$ cat src/inc/qstb_regs.svh
`ifndef QSTB_REGS_SVH
`define QSTB_REGS_SVH

// register byte offsets on the lite bus
`define QSTB_OFF_CTRL        8'h00
`define QSTB_OFF_STAT        8'h04
`define QSTB_OFF_MATCH       8'h08
`define QSTB_OFF_COUNT       8'h0C

// control register field positions
`define QSTB_CTRL_EN_BIT     7
`define QSTB_CTRL_SRC_HI     6
`define QSTB_CTRL_SRC_LO     5
`define QSTB_CTRL_CLR_BIT    4
`define QSTB_CTRL_CKOE_BIT   3
`define QSTB_CTRL_PS_HI      2
`define QSTB_CTRL_PS_LO      0

// status register field positions
`define QSTB_STAT_QSF_BIT    7
`define QSTB_STAT_SF_BIT     6
`define QSTB_STAT_MF_BIT     5
`define QSTB_STAT_QSIE_BIT   4
`define QSTB_STAT_SIE_BIT    3
`define QSTB_STAT_MIE_BIT    2
`define QSTB_STAT_MEN_BIT    1
`define QSTB_STAT_MWP_BIT    0

// reset values
`define QSTB_RST_SRC         2'h0
`define QSTB_RST_PS          3'h1
`define QSTB_RST_COUNT       8'h00

// timing counts
`define QSTB_MWP_CYC         2'h2

// bus response codes
`define QSTB_RESP_OKAY       2'h0
`define QSTB_RESP_SLVERR     2'h2

`endif

$ cat src/inc/qstb_pkg.sv
package qstb_pkg;

  // reference clock source codes
  typedef enum logic [1:0] {
    QSTB_SRC_OSC  = 2'h0,
    QSTB_SRC_LPO  = 2'h1,
    QSTB_SRC_IREF = 2'h2,
    QSTB_SRC_RSVD = 2'h3
  } qstb_src_t;

  // whole state of the block
  typedef struct packed {
    logic [2:0]  sync1;       // first stage per reference pin
    logic [2:0]  sync2;       // second stage
    logic [2:0]  sync3;       // third stage
    logic [2:0]  refLvl;      // filtered reference levels
    logic [8:0]  preCnt;      // predivider count
    logic [13:0] divCnt;      // 4 Hz divider count
    logic        enable;      // module enable
    qstb_src_t   clkSel;      // reference select
    logic        clkOutEn;    // tick clock output enable
    logic [2:0]  prescale;    // prescale select
    logic        qsFlag;      // quarter-second flag
    logic        secFlag;     // one-second flag
    logic        mFlag;       // match flag
    logic        qsIe;        // quarter-second irq enable
    logic        one_second_irq_enable;       // one-second irq enable
    logic        mIe;         // match irq enable
    logic        mEn;         // match function enable
    logic [1:0]  mwpCnt;      // match write pending count
    logic [7:0]  count;       // quarter-second counter
    logic [5:0]  matchVal;    // match value
    logic [1:0]  matchSub;    // copied low counter bits
    logic        tickClk;     // tick clock output
    logic        matchPulse;  // match pulse output
    logic        irq;         // interrupt request
    logic        awHeld;      // write address captured
    logic [7:0]  awAddr;      // captured write address
    logic        wHeld;       // write data captured
    logic [7:0]  wData;       // captured low data byte
    logic        wStrb0;      // captured low lane strobe
    logic        bvalid;      // write response valid
    logic [1:0]  bresp;       // write response code
    logic        rvalid;      // read response valid
    logic [31:0] rdata;       // read data
    logic [1:0]  rresp;       // read response code
  } qstb_state_t;

endpackage

$ cat src/core/qstb_top.sv
// The AXI4-Lite interface to the registers and the register addresses were chosen for this implementation.
`timescale 1ns/100ps
`include "qstb_regs.svh"

module qstb_top
  import qstb_pkg::*;
(
  // clock and reset
  input  wire logic        mclk,
  input  wire logic        srst,
  // reference clock pins
  input  wire logic        oscillatorOutputClock,
  input  wire logic        lowPower1khzOscillator,
  input  wire logic        internalReferenceClock,
  // lite bus write address
  input  wire logic        s_axi_awvalid,
  output logic             s_axi_awready,
  input  wire logic [7:0]  s_axi_awaddr,
  input  wire logic [2:0]  s_axi_awprot,
  // lite bus write data
  input  wire logic        s_axi_wvalid,
  output logic             s_axi_wready,
  input  wire logic [31:0] s_axi_wdata,
  input  wire logic [3:0]  s_axi_wstrb,
  // lite bus write response
  output logic             s_axi_bvalid,
  input  wire logic        s_axi_bready,
  output logic [1:0]       s_axi_bresp,
  // lite bus read address
  input  wire logic        s_axi_arvalid,
  output logic             s_axi_arready,
  input  wire logic [7:0]  s_axi_araddr,
  input  wire logic [2:0]  s_axi_arprot,
  // lite bus read data
  output logic             s_axi_rvalid,
  input  wire logic        s_axi_rready,
  output logic [31:0]      s_axi_rdata,
  output logic [1:0]       s_axi_rresp,
  // block outputs
  output logic             tickClockOutput,
  output logic             matchPulseOut,
  output logic             irqReq
);

  qstb_state_t s_q;  // registered state
  qstb_state_t s_d;  // next state

  // predivide ratio from fast input to tick clock
  function automatic logic [8:0] preDiv(input logic [2:0] ps);
    case (ps)
      3'h4:    preDiv = 9'h080;  // 4.9152 MHz to 38.4 kHz
      3'h5:    preDiv = 9'h07D;  // 4 MHz to 32 kHz
      3'h6:    preDiv = 9'h0FA;  // 8 MHz to 32 kHz
      3'h7:    preDiv = 9'h1F4;  // 16 MHz to 32 kHz
      default: preDiv = 9'h001;  // tick clock equals input
    endcase
  endfunction

  // divide ratio from tick clock to 4 Hz
  function automatic logic [13:0] secDiv(input logic [2:0] ps);
    case (ps)
      3'h0:          secDiv = 14'h00FA;  // 1 kHz
      3'h1:          secDiv = 14'h2000;  // 32.768 kHz
      3'h3, 3'h4:    secDiv = 14'h2580;  // 38.4 kHz
      default:       secDiv = 14'h1F40;  // 32 kHz
    endcase
  endfunction

  // read mux, returns ok flag above data byte
  function automatic logic [8:0] regRead(input qstb_state_t st, input logic [7:0] addr);
    case (addr)
      `QSTB_OFF_CTRL:  regRead = {1'b1, st.enable, st.clkSel, 1'b0, st.clkOutEn, st.prescale};
      `QSTB_OFF_STAT:  regRead = {1'b1, st.qsFlag, st.secFlag, st.mFlag, st.qsIe, st.one_second_irq_enable, st.mIe,
                                  st.mEn, (st.mwpCnt != 2'h0)};
      `QSTB_OFF_MATCH: regRead = {1'b1, st.matchVal, st.matchSub};
      `QSTB_OFF_COUNT: regRead = {1'b1, st.count};
      default:         regRead = 9'h000;
    endcase
  endfunction

  logic       srcLvl;     // selected filtered reference level
  logic       srcEdge;    // rising edge of selected reference
  logic       tickPulse;  // one tick clock period elapsed
  logic       qsTick;     // 4 Hz tick
  logic [7:0] cntInc;     // counter after increment
  logic       matchHit;   // match condition this cycle
  logic       wrGo;       // register write performed
  logic       wrCtrl;     // write hits control
  logic       wrStat;     // write hits status
  logic       wrMatch;    // write hits match
  logic       wrOk;       // write address mapped
  logic [8:0] rdWord;     // read mux result
  logic [8:0] wrWord;     // write address decode result
  logic [8:0] preN;       // active predivide ratio
  logic [13:0] secN;      // active 4 Hz ratio

  // next state of the whole block
  always_comb begin
    s_d = s_q;

    // three-stage sampling, change taken when stages two and three agree
    s_d.sync1 = {internalReferenceClock, lowPower1khzOscillator, oscillatorOutputClock};
    s_d.sync2 = s_q.sync1;
    s_d.sync3 = s_q.sync2;
    for (int i = 0; i < 3; i++) begin
      if (s_q.sync2[i] == s_q.sync3[i]) begin
        s_d.refLvl[i] = s_q.sync3[i];
      end
    end

    // reference select, reserved code gives no edges
    case (s_q.clkSel)
      QSTB_SRC_OSC:  srcLvl = s_q.refLvl[0];
      QSTB_SRC_LPO:  srcLvl = s_q.refLvl[1];
      QSTB_SRC_IREF: srcLvl = s_q.refLvl[2];
      default:       srcLvl = 1'b0;
    endcase
    case (s_q.clkSel)
      QSTB_SRC_OSC:  srcEdge = s_d.refLvl[0] & ~s_q.refLvl[0];
      QSTB_SRC_LPO:  srcEdge = s_d.refLvl[1] & ~s_q.refLvl[1];
      QSTB_SRC_IREF: srcEdge = s_d.refLvl[2] & ~s_q.refLvl[2];
      default:       srcEdge = 1'b0;
    endcase

    preN = preDiv(s_q.prescale);
    secN = secDiv(s_q.prescale);

    // predivider runs when counting or when the tick clock is wanted
    tickPulse = 1'b0;
    if (s_q.enable | s_q.clkOutEn) begin
      if (srcEdge) begin
        if (s_q.preCnt >= preN - 9'h001) begin
          s_d.preCnt = 9'h000;
          tickPulse  = 1'b1;
        end else begin
          s_d.preCnt = s_q.preCnt + 9'h001;
        end
      end
    end else begin
      s_d.preCnt = 9'h000;
    end

    // tick clock output, gated by its enable
    if (!s_q.clkOutEn) begin
      s_d.tickClk = 1'b0;
    end else if (preN == 9'h001) begin
      s_d.tickClk = srcLvl;
    end else begin
      s_d.tickClk = (s_q.preCnt < (preN >> 1));
    end

    // 4 Hz generator
    qsTick = 1'b0;
    if (tickPulse) begin
      if (s_q.divCnt >= secN - 14'h0001) begin
        s_d.divCnt = 14'h0000;
        qsTick     = s_q.enable;
      end else begin
        s_d.divCnt = s_q.divCnt + 14'h0001;
      end
    end

    // counter advance and match
    cntInc   = s_q.count + 8'h01;
    matchHit = qsTick & s_q.mEn & (cntInc[7:2] == s_q.matchVal);
    s_d.matchPulse = matchHit;
    if (qsTick) begin
      s_d.count = matchHit ? {6'h00, cntInc[1:0]} : cntInc;
    end

    // match write pending countdown
    if (s_q.mwpCnt != 2'h0) begin
      s_d.mwpCnt = s_q.mwpCnt - 2'h1;
    end

    // bus write channel capture, either order
    if (!s_q.awHeld && s_axi_awvalid) begin
      s_d.awHeld = 1'b1;
      s_d.awAddr = s_axi_awaddr;
    end
    if (!s_q.wHeld && s_axi_wvalid) begin
      s_d.wHeld  = 1'b1;
      s_d.wData  = s_axi_wdata[7:0];
      s_d.wStrb0 = s_axi_wstrb[0];
    end

    // perform write once both halves are held
    wrGo    = s_q.awHeld & s_q.wHeld & ~s_q.bvalid;
    wrWord  = regRead(s_q, s_q.awAddr);  // top bit marks a mapped offset
    wrOk    = wrWord[8];
    wrCtrl  = wrGo & s_q.wStrb0 & (s_q.awAddr == `QSTB_OFF_CTRL);
    wrStat  = wrGo & s_q.wStrb0 & (s_q.awAddr == `QSTB_OFF_STAT);
    wrMatch = wrGo & s_q.wStrb0 & (s_q.awAddr == `QSTB_OFF_MATCH);
    if (wrGo) begin
      s_d.awHeld = 1'b0;
      s_d.wHeld  = 1'b0;
      s_d.bvalid = 1'b1;
      s_d.bresp  = wrOk ? `QSTB_RESP_OKAY : `QSTB_RESP_SLVERR;
    end else if (s_q.bvalid && s_axi_bready) begin
      s_d.bvalid = 1'b0;
    end

    // control register write
    if (wrCtrl) begin
      s_d.enable   = s_q.wData[`QSTB_CTRL_EN_BIT];
      s_d.clkSel   = qstb_src_t'(s_q.wData[`QSTB_CTRL_SRC_HI:`QSTB_CTRL_SRC_LO]);
      s_d.clkOutEn = s_q.wData[`QSTB_CTRL_CKOE_BIT];
      s_d.prescale = s_q.wData[`QSTB_CTRL_PS_HI:`QSTB_CTRL_PS_LO];
    end

    // status register write, hardware set wins over write-one clear
    s_d.qsFlag  = (s_q.qsFlag & ~(wrStat & s_q.wData[`QSTB_STAT_QSF_BIT])) | qsTick;
    s_d.secFlag = (s_q.secFlag & ~(wrStat & s_q.wData[`QSTB_STAT_SF_BIT]))
                  | (qsTick & (cntInc[1:0] == 2'h0));
    s_d.mFlag   = (s_q.mFlag & ~(wrStat & s_q.wData[`QSTB_STAT_MF_BIT])) | matchHit;
    if (wrStat) begin
      s_d.qsIe  = s_q.wData[`QSTB_STAT_QSIE_BIT];
      s_d.one_second_irq_enable = s_q.wData[`QSTB_STAT_SIE_BIT];
      s_d.mIe   = s_q.wData[`QSTB_STAT_MIE_BIT];
      s_d.mEn   = s_q.wData[`QSTB_STAT_MEN_BIT];
    end

    // match register write copies low counter bits
    if (wrMatch) begin
      s_d.matchVal = s_q.wData[7:2];
      s_d.matchSub = s_d.count[1:0];
      s_d.mwpCnt   = `QSTB_MWP_CYC;
    end

    // clear on disable or on clear bit write
    if (!s_q.enable || (wrCtrl && s_q.wData[`QSTB_CTRL_CLR_BIT])) begin
      s_d.count  = `QSTB_RST_COUNT;
      s_d.divCnt = 14'h0000;
    end

    // interrupt request from flags and enables
    s_d.irq = (s_d.qsFlag & s_d.qsIe) | (s_d.secFlag & s_d.one_second_irq_enable) | (s_d.mFlag & s_d.mIe);

    // read channel
    rdWord = regRead(s_q, s_axi_araddr);
    if (!s_q.rvalid && s_axi_arvalid) begin
      s_d.rvalid = 1'b1;
      s_d.rdata  = {24'h00_0000, rdWord[7:0]};
      s_d.rresp  = rdWord[8] ? `QSTB_RESP_OKAY : `QSTB_RESP_SLVERR;
    end else if (s_q.rvalid && s_axi_rready) begin
      s_d.rvalid = 1'b0;
    end
  end

  // state register
  always_ff @(posedge mclk) begin
    if (srst) begin
      s_q          <= '0;
      s_q.clkSel   <= QSTB_SRC_OSC;
      s_q.prescale <= `QSTB_RST_PS;
    end else begin
      s_q <= s_d;
    end
  end

  // outputs straight from state
  assign s_axi_awready  = ~s_q.awHeld;
  assign s_axi_wready   = ~s_q.wHeld;
  assign s_axi_bvalid   = s_q.bvalid;
  assign s_axi_bresp    = s_q.bresp;
  assign s_axi_arready  = ~s_q.rvalid;
  assign s_axi_rvalid   = s_q.rvalid;
  assign s_axi_rdata    = s_q.rdata;
  assign s_axi_rresp    = s_q.rresp;
  assign tickClockOutput = s_q.tickClk;
  assign matchPulseOut  = s_q.matchPulse;
  assign irqReq         = s_q.irq;

endmodule

$ cat config.mk
export PLATFORM = sky130hd
export DESIGN_NAME = qstb_top
export DESIGN_NICKNAME = d
export VERILOG_FILES = /design/src/inc/qstb_pkg.sv /design/src/core/qstb_top.sv
export VERILOG_INCLUDE_DIRS = /design/src /design/src/inc
export SDC_FILE = /design/constraint.sdc
export NUM_CORES = 1
export LEC_CHECK = 0
export ABC_AREA = 1
export CORE_ASPECT_RATIO = 0.6
export CORE_UTILIZATION = 47
export CTS_BUF_LIST = sky130_fd_sc_hd__clkbuf_8
export DETAILED_ROUTE_END_ITERATION = 10
export DONT_BUFFER_PORTS = 1
export PLACE_DENSITY = 0.68
export SKIP_LAST_GASP = 1
export SLEW_MARGIN = 20
export SYNTH_ARGS = -nofsm -noshare
export SYNTH_HDL_FRONTEND = slang
export SYNTH_SLANG_ARGS = --single-unit
$ cat constraint.sdc
create_clock -name mclk -period 2.76 [get_ports mclk]
set_input_delay 0.828 -clock mclk [delete_from_list [all_inputs] [get_ports mclk]]
set_output_delay 0.828 -clock mclk [all_outputs]
set_load 0.01 [all_outputs]
* Word level (Yosys, flattened, before mapping) *
Index checks and enable logic that the tools add are counted.
W data, S select, Z words.

word-level totals
  output and inout port bits = 44
  bits in registers = 103
  logic and storage cells = 157

operators by class
  reductions and logical operators = 26
  bitwise operators = 39
  magnitude comparators = 3
  equality and inequality tests = 19
  muxes and demuxes = 28
  add/sub/neg operators = 6

operator list
  operator                 number
  $pmux W9 S4              3
  $pmux W14 S3             1
  $eq A8 B4 Y1 const B     4
  $and A1 B1 Y1            21
  $eq A8 B3 Y1 const B     2
  $logic_not A8 Y1         2
  $add A14 B1 Y14 const B  1
  $ge A14 B14 Y1           1
  $mux W14                 1
  $sub A14 B1 Y14 const B  1
  $mux W1                  13
  $eq A3 B3 Y1 const B     4
  $not A1 Y1               12
  $reduce_or A2 Y1         6
  $mux W2                  5
  $add A9 B1 Y9 const B    1
  $eq A9 B1 Y1 const B     1
  $ge A9 B9 Y1             1
  $lt A9 B8 Y1             1
  $mux W9                  1
  $sub A9 B1 Y9 const B    1
  $add A8 B1 Y8 const B    1
  $mux W8                  1
  $reduce_bool A2 Y1       4
  15 further kinds         32

* Logic depth before layout (Yosys ltp) *
  depth after elaboration = 13
  depth in mapped cells = 24
  depth with buffers taken out = 24

* Worst setup path before layout *
Ideal clock, no wire load.

  path kind = register -> register
  start = register s_q[87] in the netlist's numbering
  end = register s_q[92] in the netlist's numbering
  path slack = 0.071 ns
  data required time = 2.646 ns
  cell stages (with the launch flop) = 22
  arrival = 2.575 ns
  buffers on the path = 2
  cell sequence = dfxtp_1 -> clkbuf_1 -> inv_1 -> nor2_1 -> inv_1 -> nand2_1 -> nor2_1 -> inv_1 -> ha_1 -> xor2_1 -> ha_1 -> nand2_1 -> nand2_1 -> nand2_1 -> nand2_1 -> nand2_1 -> nand3_2 -> o211ai_1 -> buf_2 -> nor3_1 -> a21oi_1 -> nor2_1

on the way
  cells in the longest elaborated chain, start to end = 7
  elaborated cells between the ends (all ways) = 18

RTL lines
  what                                                                     line            RTL
  start, declared                                                          qstb_top.sv:45  qstb_state_t s_q;
  parallel branches: the longest is 7 deep, another holds $sub A14 B1 Y14  --

Several ways; the timed one is not identified.
A chain may end at the register's enable or synchronous reset.

* Worst setup path in the final report *
  start = register s_q[85] in the netlist's numbering
  end = register s_q[99] in the netlist's numbering

Same word-level chain as after synthesis.

==> impl_metrics.json <==
{
  "outcome": "completed",
  "synthesis.area_mm2": 0.005742,
  "period_share_pct": 98.99,
  "finalHoldWorstSlack_ns": 0.4108,
  "vias_per_cell": 5.219,
  "area_delta_synth_final_pct": 9.196,
  "swShare_pct": 27.58,
  "rows": 30,
  "relSlewSlack_pct": 55.43,
  "cts_root_buf": "clkbuf_8",
  "max_stage_delay_ns": 0.40,
  "finalPower_mw": 2.598,
  "syn_inst": 818,
  "firstDrtPassIters": 5,
  "grt_pass1_vias": 4755,
  "start_util_pct": 49.50,
  "power.leakage_nw": 2.661,
  "clk_latency_ns": 0.39,
  "cts.reportedPaths.clkPinSlew_ns": 0.11,
  "synth_ff_type": "dfxtp_1",
  "arrival_ns": 3.01,
  "fmax_ghz": 0.3660,
  "min-delay-path-class": "register to register",
  "nets": 935,
  "tightest_slew_ns": 0.6684,
  "drt_iter0_markers": 441,
  "multi_input_area_mm2": 0.003221,
  "crit_path_top_delay_cell": "dfxtp_4",
  "cts_tree": "built",
  "powerDensity_mw_per_mm2": 414.4,
  "clockPowerShare_pct": 36.5,
  "hpwl_mm": 10.90,
  "cts_max_level": 3,
  "ir_drop_v": 0.0002613,
  "critical_path_buf_inv_count": 4,
  "wl_per_cell_um": 14.29,
  "required_ns": 3.04,
  "fin_skew_ns": 0.01243,
  "setup_viol": 0,
  "ys_seq_area_share_pct": 35.21,
  "min_path_cells": 2,
  "regArea_mm2": 0.002028,
  "die_area_mm2": 0.01268,
  "route.detailed.drc": 0,
  "vias": 5219,
  "clock-sinks": 101,
  "chipHeight_um": 87.62,
  "antenna_left": 0,
  "grt_max_degree": 39,
  "worst_setup_path_start_kind": "register",
  "core_area_mm2": 0.01160,
  "cp_max_fo": 5,
  "portBuffers": 0,
  "grt_pass1_wl_mm": 22.81,
  "rr_worst_depth": 20,
  "synthTopCellsByArea": "dfxtp_1 (35%), nand2_1 (13%), ha_1 (7.0%)",
  "holdBufCountCts": 0,
  "synth_top_area_share_pct": 35.21,
  "grt.total_usage_pct": 23.38,
  "pwr-share-seq_pct": 58.4,
  "async_flop_share_pct": 0,
  "fin_setup_tns_ns": 0,
  "maxCapViolCount": 0,
  "yosys.area.top_type": "dfxtp_1",
  "die_w_um": 144.7,
  "synth-edff-count": 0,
  "power.internal_mw": 1.882,
  "fill_cells": 1120,
  "antennaDiodeCount": 0,
  "worstPathCellList": "inv_2 > nand2_2 > nor2_2 > inv_2 > nand2_2 > nor2_4 > inv_2 > ha_4 > xor2_2 > ha_1 > nand2_1 > nor2_2 > nand3_2 > nand3_4 > nand2_8 > a21oi_4 > nand2_2 > buf_4 > o21ai_1 > nor2_1",
  "numCtsBuffers": 9,
  "ys_seq_elements": 101,
  "ys_warn_count": 0,
  "ys_types": 43,
  "hold_viol": 0,
  "synth_commonest_cells": "nand2_1 (194), dfxtp_1 (101), nor2_1 (101)",
  "overflow": 0,
  "gp_congestion": 0.9297,
  "p_sw_uw": 716.7,
  "p_comb_share_pct": 5.1,
  "grt_antenna_before_repair": 0,
  "yosysMostFrequentCell": "nand2_1",
  "num_io_pins": 112,
  "worstSetupPathType": "register to register",
  "endpoint_kind": "register",
  "fin_crit_ns": 2.732,
  "crit_cells": 20,
  "cts_buffer_depth": 2,
  "crit_family": "simple AND/OR/NAND/NOR gates",
  "drive_gt1_share_pct": 12.62,
  "rsz0062_at_grt": "yes",
  "maxSlewViolCount": 0,
  "routed_wl_mm": 14.29,
  "avgSynthCellArea_um2": 7.019
}
[cells in the final DEF, fill, tap and decap left out, types with 4 or more instances in the layout]
cell type and count:
nand2_2 11, a21oi_1 68, nor2_4 4, xor2_1 5, o21ai_0 36, nand4_1 15, inv_1 92, a211oi_1 4
o21ai_1 4, inv_2 5, buf_4 31, clkbuf_8 9, dfxtp_1 98, nor2_1 96, o21a_1 4, nor2_2 6
ha_1 31, nand3_1 43, nor3_1 12, nand2_1 187, conb_1 26
[per-stage QoR]
step                      cells  area (µm²)  setup slack [ns]  utilization (%)
final                      1000        6270           0.02785            54.06
after global routing       1000        6270           -0.1589            54.06
after CTS                   994        6126         0.0004980            52.82
after detailed placement    976        5879           -0.1136            50.69
after global placement      976        5879          -0.05682            50.69
after floorplan             843        5836           0.07107                -
[kinds of logic after synthesis]
group,after synthesis,synth area share [%]
flops,101,35.21
fa+ha+maj,32,6.973
xor+xnor,9,1.504
other cells,1,0.06531
compound gates,131,12.51
simple gates,395,31.40
buf+inv,149,12.33
[cell type report]
cell class                 instances  share of cell area, %
tap                              160                  3.193
clock inverter                     7                  1.237
inverter                          97                  5.807
multi-input combinational        593                  51.37
sequential                       101                  32.35
clock buffer                       9                  1.976
timing repair buffer              33                  4.071
[power by group through the flow]
stage | clock, mW | sequential (mW) | combinational [mW]
after floorplan | 0 | 1.54 | 0.141
after global placement | 0 | 1.55 | 0.123
after detailed placement | 0 | 1.55 | 0.128
after CTS | 0.966 | 1.52 | 0.130
after global routing | 1.02 | 1.52 | 0.153
final | 0.947 | 1.52 | 0.134
[worst register-to-register path, cell delays in order, from the launching register on]
cell and delay, ns:
dfxtp_4 0.40, inv_2 0.04, nand2_2 0.06, nor2_2 0.04
inv_2 0.06, nand2_2 0.08, nor2_4 0.13, inv_2 0.06
ha_4 0.17, xor2_2 0.14, ha_1 0.30, nand2_1 0.06
nor2_2 0.11, nand3_2 0.11, nand3_4 0.14, nand2_8 0.08
a21oi_4 0.25, nand2_2 0.10, buf_4 0.15, o21ai_1 0.11
nor2_1 0.05
[per-layer routing]
metal,share of wire [%],up-vias,GRT usage [%]
met3,8.5,10,6.233
met1,50,2404,34.72
li1,-,2624,-
met4,0.65,0,5.646
met5,0,-,0
met2,41,181,33.22
[repair_timing]
item | CTS | global route
endpoints found under the setup margin | 29 | 37
resized for setup | 8 | 32
pin swaps | 2 | 16
setup buffers | 2 | 6
[worst paths after layout]
check / start / end / slack, ns
setup / recovery: s_q[85] / s_q[99] / 0.03
hold / removal: s_d[121] / s_d[118] / 0.41
setup reg to reg: s_q[85] / s_q[99] / 0.03
hold reg to reg: s_d[121] / s_d[118] / 0.41
[flip-flops by register name (all words and copies together), names as in the netlist]
signal / flops
s_axi_rdata: 8
matchPulseOut: 1
s_axi_rvalid: 1
s_d: 6
s_q: 80
irqReq: 1
s_axi_bresp: 1
tickClockOutput: 1
s_axi_rresp: 1
s_axi_bvalid: 1
(Power assumes the default switching activity.)
